### config.mk
export PLATFORM = sky130hd
export DESIGN_NAME = supply_watchdog_supervisor
export DESIGN_NICKNAME = d
export VERILOG_FILES = /design/src/include/supervisor_pkg.sv /design/src/verilog/supply_watchdog_supervisor.sv /design/src/verilog/tick_divider.sv
export SDC_FILE = /design/constraint.sdc
export NUM_CORES = 1
export LEC_CHECK = 0
export BUFFER_PORTS_ARGS = -buffer_cell sky130_fd_sc_hd__buf_2
export CORE_MARGIN = 5
export CORE_UTILIZATION = 60
export CTS_CLUSTER_SIZE = 28
export DETAILED_ROUTE_END_ITERATION = 7
export PLACE_DENSITY = 0.78
export SKIP_CTS_REPAIR_TIMING = 1
export SLEW_MARGIN = 5
export SYNTH_ARGS = -nofsm -noshare
export SYNTH_HDL_FRONTEND = slang
export SYNTH_SLANG_ARGS = --single-unit
### constraint.sdc
create_clock -name clk_sys -period 2.6 [get_ports clk_sys]
set_input_delay 0.65 -clock clk_sys [delete_from_list [all_inputs] [get_ports clk_sys]]
set_output_delay 0.65 -clock clk_sys [all_outputs]
set_load 0.005 [all_outputs]
### src/include/supervisor_pkg.sv
// Constants and types for the supply watchdog supervisor
package supervisor_pkg;

   // ****************************************************************
   // Clock and time base
   // ****************************************************************
   localparam int unsigned CLK_HZ          = 20_000_000;
   localparam int unsigned TICK_HZ         = 1_000;
   localparam int unsigned TICK_DIV_CYC    = CLK_HZ / TICK_HZ;
   localparam int unsigned TICK_DIV_W      = 15;

   // ****************************************************************
   // Timeouts, in time-base ticks of 1 ms
   // ****************************************************************
   localparam int unsigned RST_STRETCH_MS  = 200;
   localparam int unsigned RST_STRETCH_MIN_MS = 140;
   localparam int unsigned RST_STRETCH_MAX_MS = 280;
   localparam int unsigned WDOG_TIMEOUT_MS = 1_600;
   localparam int unsigned WDOG_MIN_MS     = 1_000;
   localparam int unsigned WDOG_MAX_MS     = 2_250;
   localparam int unsigned RST_STRETCH_TICKS =
      RST_STRETCH_MS * TICK_HZ / 1_000;
   localparam int unsigned WDOG_TIMEOUT_TICKS =
      WDOG_TIMEOUT_MS * TICK_HZ / 1_000;
   localparam int unsigned TICK_CNT_W      = 12;

   // ****************************************************************
   // Reset values
   // ****************************************************************
   localparam logic        RST_N_INIT      = 1'h0;
   localparam logic        PFAIL_N_INIT    = 1'h0;
   localparam logic        ON_BACKUP_INIT  = 1'h0;

   // ****************************************************************
   // Reset sequencer states
   // ****************************************************************
   typedef enum logic [1:0] {
      ST_HOLD    = 2'h0,
      ST_STRETCH = 2'h1,
      ST_RUN     = 2'h3
   } rst_state_t;

endpackage

### src/verilog/supply_watchdog_supervisor.sv
// Supervisor: supply reset, watchdog, power-fail flag, supply switch
module supply_watchdog_supervisor #(
   parameter int unsigned STRETCH_TICKS =
      supervisor_pkg::RST_STRETCH_TICKS,
   parameter int unsigned WDOG_TICKS    =
      supervisor_pkg::WDOG_TIMEOUT_TICKS,
   parameter int unsigned TICK_CYC      =
      supervisor_pkg::TICK_DIV_CYC
) (
   input  wire logic clk_sys,
   input  wire logic rst_b,
   input  wire logic main_supply_ok,
   input  wire logic main_below_backup,
   input  wire logic main_above_backup,
   input  wire logic power_fail_sense_in,
   input  wire logic watchdog_strobe_in,
   input  wire logic watchdog_strobe_valid,
   output logic      reset_n,
   output logic      reset_hi,
   output logic      power_fail_flag_n,
   output logic      use_backup_supply
);

   // ****************************************************************
   // Types and state
   // ****************************************************************
   localparam int unsigned CW = supervisor_pkg::TICK_CNT_W;

   typedef struct packed {
      logic [1:0]                 strb_sync;
      logic [1:0]                 vld_sync;
      logic                       strb_last;
      logic                       vld_last;
      supervisor_pkg::rst_state_t rst_st;
      logic [CW-1:0]              stretch_cnt;
      logic [CW-1:0]              wdog_cnt;
      logic                       on_backup;
      logic                       reset_n;
      logic                       reset_hi;
      logic                       pfail_n;
      logic                       use_backup;
   } sup_state_t;

   sup_state_t state_ff;
   sup_state_t nxt_state;
   logic       tick;

   // Saturating count step on a tick
   function automatic logic [CW-1:0] step(input logic [CW-1:0] c,
                                          input logic          en);
      step = (en && c != '1) ? c + 1'h1 : c;
   endfunction

   // ****************************************************************
   // Time base
   // ****************************************************************
   tick_divider #(
      .DIV_CYC (TICK_CYC)
   ) u_tick (
      .clk_sys (clk_sys),
      .rst_b   (rst_b),
      .tick    (tick)
   );

   // ****************************************************************
   // Next state
   // ****************************************************************
   logic strobe_edge;
   logic wdog_enabled;
   logic wdog_expire;
   logic low_hold;

   always_comb begin
      nxt_state = state_ff;

      // Two-stage synchronisers for level and valid flag
      nxt_state.strb_sync = {state_ff.strb_sync[0], watchdog_strobe_in};
      nxt_state.vld_sync  = {state_ff.vld_sync[0],
                             watchdog_strobe_valid};
      nxt_state.strb_last = state_ff.strb_sync[1];
      nxt_state.vld_last  = state_ff.vld_sync[1];

      // Backup switch with hysteresis between the two compares
      if (state_ff.on_backup) begin
         if (main_supply_ok || main_above_backup) begin
            nxt_state.on_backup = 1'h0;
         end
      end else if (!main_supply_ok && main_below_backup) begin
         nxt_state.on_backup = 1'h1;
      end

      // Edge only counts while both samples had a valid level
      strobe_edge = state_ff.vld_sync[1] && state_ff.vld_last &&
                    (state_ff.strb_sync[1] != state_ff.strb_last);
      wdog_enabled = state_ff.vld_sync[1] &&
                     !state_ff.on_backup;
      low_hold = !main_supply_ok || state_ff.on_backup;
      wdog_expire = 1'h0;

      case (state_ff.rst_st)
         supervisor_pkg::ST_HOLD: begin
            nxt_state.stretch_cnt = '0;
            nxt_state.wdog_cnt    = '0;
            if (!low_hold) begin
               nxt_state.rst_st = supervisor_pkg::ST_STRETCH;
            end
         end
         supervisor_pkg::ST_STRETCH: begin
            nxt_state.wdog_cnt    = '0;
            nxt_state.stretch_cnt = step(state_ff.stretch_cnt, tick);
            if (low_hold) begin
               nxt_state.rst_st = supervisor_pkg::ST_HOLD;
            end else if (tick && state_ff.stretch_cnt ==
                         CW'(STRETCH_TICKS - 1)) begin
               nxt_state.rst_st = supervisor_pkg::ST_RUN;
            end
         end
         supervisor_pkg::ST_RUN: begin
            nxt_state.stretch_cnt = '0;
            if (!wdog_enabled || strobe_edge) begin
               nxt_state.wdog_cnt = '0;
            end else begin
               nxt_state.wdog_cnt = step(state_ff.wdog_cnt, tick);
               wdog_expire = tick && state_ff.wdog_cnt ==
                             CW'(WDOG_TICKS - 1);
            end
            if (low_hold) begin
               nxt_state.rst_st = supervisor_pkg::ST_HOLD;
            end else if (wdog_expire) begin
               // Pulse, then count afresh: repeats while stuck
               nxt_state.rst_st = supervisor_pkg::ST_STRETCH;
            end
         end
         default: begin
            nxt_state.rst_st = supervisor_pkg::ST_HOLD;
         end
      endcase

      // Registered outputs, derived from next state
      nxt_state.reset_n  = (nxt_state.rst_st ==
                            supervisor_pkg::ST_RUN);
      nxt_state.reset_hi = !nxt_state.reset_n;
      nxt_state.pfail_n  = power_fail_sense_in &&
                           !nxt_state.on_backup;
      nxt_state.use_backup = nxt_state.on_backup;
   end

   // ****************************************************************
   // State register
   // ****************************************************************
   always_ff @(posedge clk_sys) begin
      if (!rst_b) begin
         state_ff            <= '0;
         state_ff.rst_st     <= supervisor_pkg::ST_HOLD;
         state_ff.reset_n    <= supervisor_pkg::RST_N_INIT;
         state_ff.reset_hi   <= !supervisor_pkg::RST_N_INIT;
         state_ff.pfail_n    <= supervisor_pkg::PFAIL_N_INIT;
         state_ff.on_backup  <= supervisor_pkg::ON_BACKUP_INIT;
         state_ff.use_backup <= supervisor_pkg::ON_BACKUP_INIT;
      end else begin
         state_ff <= nxt_state;
      end
   end

   assign reset_n           = state_ff.reset_n;
   assign reset_hi          = state_ff.reset_hi;
   assign power_fail_flag_n = state_ff.pfail_n;
   assign use_backup_supply = state_ff.use_backup;

endmodule // supply_watchdog_supervisor

### src/verilog/tick_divider.sv
// Divider producing a one-cycle time-base enable pulse
module tick_divider #(
   parameter int unsigned DIV_CYC = supervisor_pkg::TICK_DIV_CYC
) (
   input  wire logic clk_sys,
   input  wire logic rst_b,
   output logic      tick
);

   localparam int unsigned DW = supervisor_pkg::TICK_DIV_W;

   typedef struct packed {
      logic [DW-1:0] cnt;
      logic          tick;
   } div_state_t;

   div_state_t state_ff;
   div_state_t nxt_state;

   always_comb begin
      nxt_state      = state_ff;
      nxt_state.tick = 1'h0;
      if (state_ff.cnt ==
          DW'(DIV_CYC - 1)) begin
         nxt_state.cnt  = '0;
         nxt_state.tick = 1'h1;
      end else begin
         nxt_state.cnt  = state_ff.cnt + 1'h1;
      end
   end

   always_ff @(posedge clk_sys) begin
      if (!rst_b) begin
         state_ff <= '0;
      end else begin
         state_ff <= nxt_state;
      end
   end

   assign tick = state_ff.tick;

endmodule // tick_divider

==> results of run 1 <==
[per-layer routing]
metal	global-route usage, %	up-vias	share of wire [%]
li1	-	969	-
met1	22.0	862	49
met2	29.3	32	45
met3	4.29	8	3.9
met4	6.97	0	1.7
met5	0	-	0
[placed cells by master, fill, tap and decap left out, types with 2 or more instances in the layout]
cell type,Yosys,layout
a211o_1,2,2
nand4_1,12,12
a21oi_1,14,14
o21ai_1,2,2
and4_1,2,2
nor4b_1,2,2
buf_2,0,11
and3_1,2,2
inv_1,5,5
and2_2,2,2
clkbuf_8,1,7
nor2b_1,2,2
nor3_1,5,5
nor2_1,34,34
and3_2,2,2
nand3_1,13,13
dfxtp_1,52,52
o21ai_0,11,11
and2_1,8,8
xnor2_1,10,10
xor2_1,12,12
nor4_1,2,2
or3_1,11,11
nand2_1,23,23
ha_1,3,3
a211oi_1,6,6
[cells by family (layout without fill, tap and decap cells)]
kind of cell	Yosys count	in the layout	synth area share, %
flops	52	52	44.4
xor+xnor	22	22	8.21
compound gates	49	49	14.1
buf+inv	13	24	3.31
simple gates	125	125	27.5
fa+ha+maj	3	3	1.60
mux	2	2	0.907
[layout make-up]
| class | count | area [sq um] | area share [%] |
|---|---|---|---|
| flip-flops and latches | 52 | 1040 | 41.2 |
| inverters | 5 | 18.8 | 0.742 |
| well taps | 48 | 60.1 | 2.38 |
| multi-input cells | 201 | 1230 | 48.5 |
| repair buffers | 11 | 55.1 | 2.18 |
| clock buffers | 7 | 96.3 | 3.81 |
| clock inverters | 1 | 30.0 | 1.19 |
[registers in the layout, indices dropped and copies added (netlist names)]
register           flops
u_tick.state_ff       15
reset_hi               1
u_tick.tick            1
use_backup_supply      1
state_ff              28
nxt_state              4
reset_n                1
power_fail_flag_n      1
[worst max-delay path, cell delays in order (launching register included)]
cell and delay (ps):
dfxtp_1 340, ha_1 280, and3_2 260, and3_4 170, a211o_1 430, or3_1 420, a21oi_1 140
[power breakdown]
| group | switching, mW | internal (mW) | leakage, nW |
|---|---|---|---|
| combinational | 0.0208 | 0.0156 | 0.357 |
| sequential | 0.00711 | 0.806 | 0.421 |
| clock | 0.245 | 0.339 | 0.0645 |
| total | 0.273 | 1.16 | 0.842 |
[worst paths after layout]
path	start	endpoint	slack (ps)	cells past startpoint
worst max-delay path	state_ff[5]	state_ff[8]	490	6
worst min-delay path	nxt_state[36]	nxt_state[32]	440	1
worst max register to register	state_ff[5]	state_ff[8]	490	6
worst min register to register	nxt_state[36]	nxt_state[32]	440	1
[stage by stage]
stage / setup slack, ps / cell area [sq um] / power, mW
2_1_floorplan: 788 / 2350 / 0.856
3_3_place_gp: 597 / 2400 / 0.868
3_5_place_dp: 515 / 2400 / 0.869
4_1_cts: 502 / 2530 / 1.45
5_1_grt: 364 / 2530 / 1.49
6_report: 494 / 2530 / 1.43
==> results.ini, run 1 <==
[global_routing]
grt_pass1_vias = 1817
antenna_found_initial = 0
grt_usage_pct = 17.7
grt_first_pass_wirelength_mm = 7.58
grt_remaining_overflow = 0
grt_max_degree = 20

[synthesis]
synth_most_common_cell = dfxtp_1
synth_top_area_cell = dfxtp_1
avgSynthCellArea_sq_um = 8.82
yosys-top-cells-count = dfxtp_1 (52), nor2_1 (34), nand2_1 (23)
async_reset_ff_share_pct = 0
synth_cell_types = 49
synth_area_sq_um = 2350
syn-num-nets = 277
yosysTopAreaCellShare_pct = 44.4
synth_area_leaders = dfxtp_1 (44%), nor2_1 (5.4%), xor2_1 (4.5%), xnor2_1 (3.7%), nand2_1 (3.7%)
ys_seq_area_share_pct = 44.4
synth_edf_count = 0
syn-instance-count = 266
yosysWarnings = 0
synth_flop_cell = dfxtp_1
yosys_register_bits = 52

[final_layout]
drive_above_1_share_pct = 10.5
nFillCells = 315
area_growth_pct = 7.79
final_cell_count_no_fill = 325
layout.nets = 287
utilization_pct = 68.0
diodes = 0

[floorplanning]
die_h_um = 72.5
ios = 12
core_area_sq_um = 3720
fp-row-count = 22
die_w_um = 72.5
die_area_sq_um = 5260
start_util_pct = 63.1

[sta]
setup_violations = 0
max_slew_margin_pct = 54.9
period_needed_ps = 2110
drv_slew = 0
worstMarginPinSlew_ps = 671
finClkSkew_ps = 4.87
final_hold_viol_count = 0
rsz0062_at_grt = no
max_freq_mhz = 475
post-route-period-util_pct = 81.0
finalSetupTns_ps = 0
hold_ws_ps = 440

[clocking]
htreeDepth = 2
clk_path_buf_depth = 2
cts.sinks = 52
cts_tree = done
numCtsBuffers = 5
cts_root_buf = clkbuf_8
path_clk_slew_ps = 90
worst_skew_pair.late_latency_ps = 300

[place]
hpwl_mm = 2.99
place.gp.congestion = 0.780
port_buffers = 11
dp_cells = 317

[route]
drc_errors = 0
totalWireLength_mm = 4.18
firstDrtPassIters = 4
drt_iter0_markers = 132
via_per_inst = 5.76
ant_nets = 0
wl_per_cell_um = 12.9
routed-via-count = 1871

[critical_path]
critPathRequiredTime_ps = 2840
worstPathArrival_ps = 2350
startpoint_type = flop
criticalPathCategory = flop to flop
crit_path_end_kind = flop
cp_max_fo = 19

[power_and_ir_drop]
power_leakage_nw = 0.842
ir_worst_vdd_mv = 0.447
power_density_nw_per_um2 = 567

[flow_run]
drv_cap = 0

[hold_path]
holdCritPathClass = flop to flop

[outcome]
outcome = finished clean

Power figures use the tool's default switching activity.
==> run 2: changes to the inputs <==
Settings changed: ABC_AREA set to 1, CORE_UTILIZATION 60 to 55, PLACE_DENSITY 0.78 to 0.75.
Clock period 2.6 ns to 1.72 ns, I/O delays scaled along.
==> run 2 against run 1 <==
Against the previous run:
- sequential power up 51%
- first-iteration DRC count up 37%
- core utilization down 3.6 points
- combinational power rose to 2.7 times the previous value
- synthesized cell count grew 59%
- global-route usage grew 2.9 points
- maximum frequency rose by 31%
- synthesized area grew 19%
- critical path type unchanged
==> results.ini, run 2 <==
[power_and_ir_drop]
power_leakage_nw = 1.14  ; +35%
sw_frac_of_total_pct = 22.3  ; +3.2 points
power.share.clock_pct = 39.0  ; -1.8 points
comb_power_share_pct = 4.5  ; +2.0 points
power_density_nw_per_um2 = 702  ; +24%
p_seq_share_pct = 56.5  ; -0.2 points
p_int_mw = 1.70  ; +46%
ir_worst_vdd_mv = 0.454  ; +1.7%
p_switching_mw = 0.485  ; +78%

[final_layout]
largest_reg_flops = 28  ; unchanged
drive_above_1_share_pct = 12.6  ; +2.1 points
final_common_cell = nand2_1
nFillCells = 473  ; +50%
diodes = 0  ; unchanged
regMostFlops = state_ff
final_cell_mix = nand2_1 (104), nor2_1 (64), nand3_1 (52)
utilization_pct = 64.5  ; -3.6 points
area_growth_pct = 11.7
final_cell_count_no_fill = 512  ; +58%
layout.nets = 455  ; +59%

[sta]
max_slew_margin_pct = 70.0  ; +15 points
setup_violations = 0  ; unchanged
final_hold_viol_count = 0  ; unchanged
max_freq_mhz = 624  ; +31%
finClkSkew_ps = 7.66  ; +2.78 ps
period_needed_ps = 1600  ; -504 ps
post-route-period-util_pct = 93.1  ; +12 points
drv_slew = 0  ; unchanged
worstMarginPinSlew_ps = 448  ; -223 ps

[route]
wl_met1_mm = 2.96  ; +43%
firstDrtPassIters = 5  ; +1
met3_length_um = 319  ; +93%
routed-wl-met2_mm = 2.75  ; +47%
top_layer = met4
routed-via-count = 2633  ; +41%
totalWireLength_mm = 6.09  ; +46%
drc_errors = 0  ; unchanged
wl_per_cell_um = 11.9  ; -7.6%
ant_nets = 0  ; unchanged
via_per_inst = 5.14  ; -11%
drt_iter0_markers = 181  ; +37%

[clocking]
cts_root_buf = clkbuf_8
numCtsBuffers = 5  ; unchanged
worst_skew_pair.late_latency_ps = 310  ; about the same
cts_tree = done
cts.sinks = 52  ; unchanged
htreeDepth = 2  ; unchanged
path_clk_slew_ps = 100  ; about the same
clk_path_buf_depth = 2  ; unchanged

[synthesis]
synth_top_family_by_area = simple AND/OR/NAND/NOR gates
syn-instance-count = 423  ; +59%
synth_simple_gate_area_share_pct = 42.3  ; +15 points
synth_cell_types = 28  ; -43%
avgSynthCellArea_sq_um = 6.57  ; -25%
synth_area_leaders = dfxtp_1 (37%), nand2_1 (14%), nand3_1 (9.4%), nor2_1 (8.6%), inv_1 (6.8%)
synth_xor_area_share_pct = 3.15  ; -5.1 points
synth_flop_cell = dfxtp_1
yosysWarnings = 0  ; unchanged
synth_area_sq_um = 2780  ; +19%
synth_top_area_cell = dfxtp_1
synthAdderAreaFrac_pct = 1.35  ; -0.25 points
yosys-mux-area-fraction_pct = 0  ; -0.91 points
synth_compound_area_share_pct = 6.93  ; -7.2 points
yosysTopAreaCellShare_pct = 37.4  ; -6.9 points
yosys-top-cells-count = nand2_1 (104), nor2_1 (64), dfxtp_1 (52), nand3_1 (52), inv_1 (50)
synth_edf_count = 0  ; unchanged
yosys_register_bits = 52  ; unchanged
async_reset_ff_share_pct = 0  ; unchanged
ys_seq_area_share_pct = 37.4  ; -6.9 points
synth_most_common_cell = nand2_1
syn-num-nets = 434  ; +57%

[outcome]
outcome = finished clean

[floorplanning]
die_w_um = 81.1  ; +12%
core_area_sq_um = 4820  ; +30%
fp-row-count = 25  ; +14%
start_util_pct = 57.7  ; -5.4 points
die_area_sq_um = 6580  ; +25%
ios = 12  ; unchanged
die_h_um = 81.1  ; +12%

[global_routing]
grt_usage_pct = 20.6  ; +2.9 points
grt_first_pass_wirelength_mm = 10.7  ; +42%
antenna_found_initial = 0  ; unchanged
grt_pass1_vias = 2454  ; +35%
grt_max_degree = 18  ; -10%
grt_remaining_overflow = 0  ; unchanged

[place]
dp_cells = 502  ; +58%
place.gp.congestion = 0.952  ; +22%
hpwl_mm = 4.42  ; +48%
port_buffers = 11  ; unchanged

[critical_path]
path_cells = ha_2, nand3_2, nor2_4, nand4_4, nand2_4, buf_4, nand3_1, a21oi_1
crit_path_end_kind = flop
path_buf_inv = 1  ; +1
worstPathArrival_ps = 1850  ; -500 ps
startpoint_type = flop
cp_top_family = simple AND/OR/NAND/NOR gates
crit_slowest_cell = dfxtp_2
criticalPathCategory = flop to flop
slowest_delay_ps = 370  ; -60 ps
cp_max_fo = 8  ; -11
critPathRequiredTime_ps = 1970  ; -870 ps

[flow_run]
drv_cap = 0  ; unchanged

[hold_path]
holdCritPathClass = input pin to flop

==> run 2: changes by cell type after synthesis, sizes merged, moves of 5 or more <==
cell and change:
nor3 +5, and3 -5, nand3 +40, or3 -11, nor2 +36, buf +5, and2 -10, a21oi +15
xor2 -8, a211oi -6, nand2 +90, inv +46, o21ai -8
==> run 2: kinds of logic (layout without fill, tap and decap cells) <==
kind of cell | count (synthesis) | in the layout
xor gates and xnor gates | 10 | 10
DFF | 52 | 52
buffers and inverters | 60 | 82
adders and majority gates | 3 | 3
and+or+nand+nor | 261 | 261
AOI/OAI and AO/OA | 37 | 37
==> run 2: per-stage QoR <==
stage	total power, mW	area [sq um]	setup slack [ps]	setup TNS (ps)	hold slack (ps)
6_report	2.18	3110	118	0	302
5_1_grt	2.27	3110	-0.109	-0.109	308
4_1_cts	2.20	3070	91.5	0	293
3_5_place_dp	1.36	2950	138	0	398
3_3_place_gp	1.36	2950	181	0	400
2_1_floorplan	1.32	2780	216	0	390
==> run 2: layout make-up <==
cell class	instances	area [sq um]	area share, %
Multi-Input combinational cell	311	1510	48.7
Sequential cell	52	1040	33.6
Inverter	51	191	6.16
Timing Repair Buffer	23	158	5.08
Tap cell	67	83.8	2.70
Clock buffer	5	68.8	2.22
Clock inverter	3	46.3	1.49
==> run 2: path summary, 6_finish.rpt <==
kind                 startpoint            end  slack (ps)  depth (start not counted)
max                 state_ff[6]    state_ff[9]         120                          8
min          watchdog_strobe_in  nxt_state[36]         300                          3
max reg2reg         state_ff[6]    state_ff[9]         120                          8
min reg2reg       nxt_state[36]  nxt_state[32]         420                          2
==> run 2: power by group through the flow <==
stage / sequential [mW] / clock (mW) / combinational (mW)
2_1_floorplan: 1.26 / 0 / 0.0591
3_3_place_gp: 1.26 / 0 / 0.0969
3_5_place_dp: 1.26 / 0 / 0.0983
4_1_cts: 1.23 / 0.874 / 0.0980
5_1_grt: 1.23 / 0.926 / 0.113
6_report: 1.23 / 0.850 / 0.0991
==> run 2: metal layers <==
layer | up-vias | global-route usage, %
met5 | - | 0
met4 | 0 | 5.91
met3 | 4 | 3.77
li1 | 1394 | -
met2 | 54 | 34.1
met1 | 1181 | 27.4
==> run 2: worst reg2reg max path: stages (launching register included) <==
cell     delay (ps)
dfxtp_2         370
ha_2            230
nand3_2         130
nor2_4          200
nand4_4         120
nand2_4         180
buf_4           130
nand3_1          60
a21oi_1         140
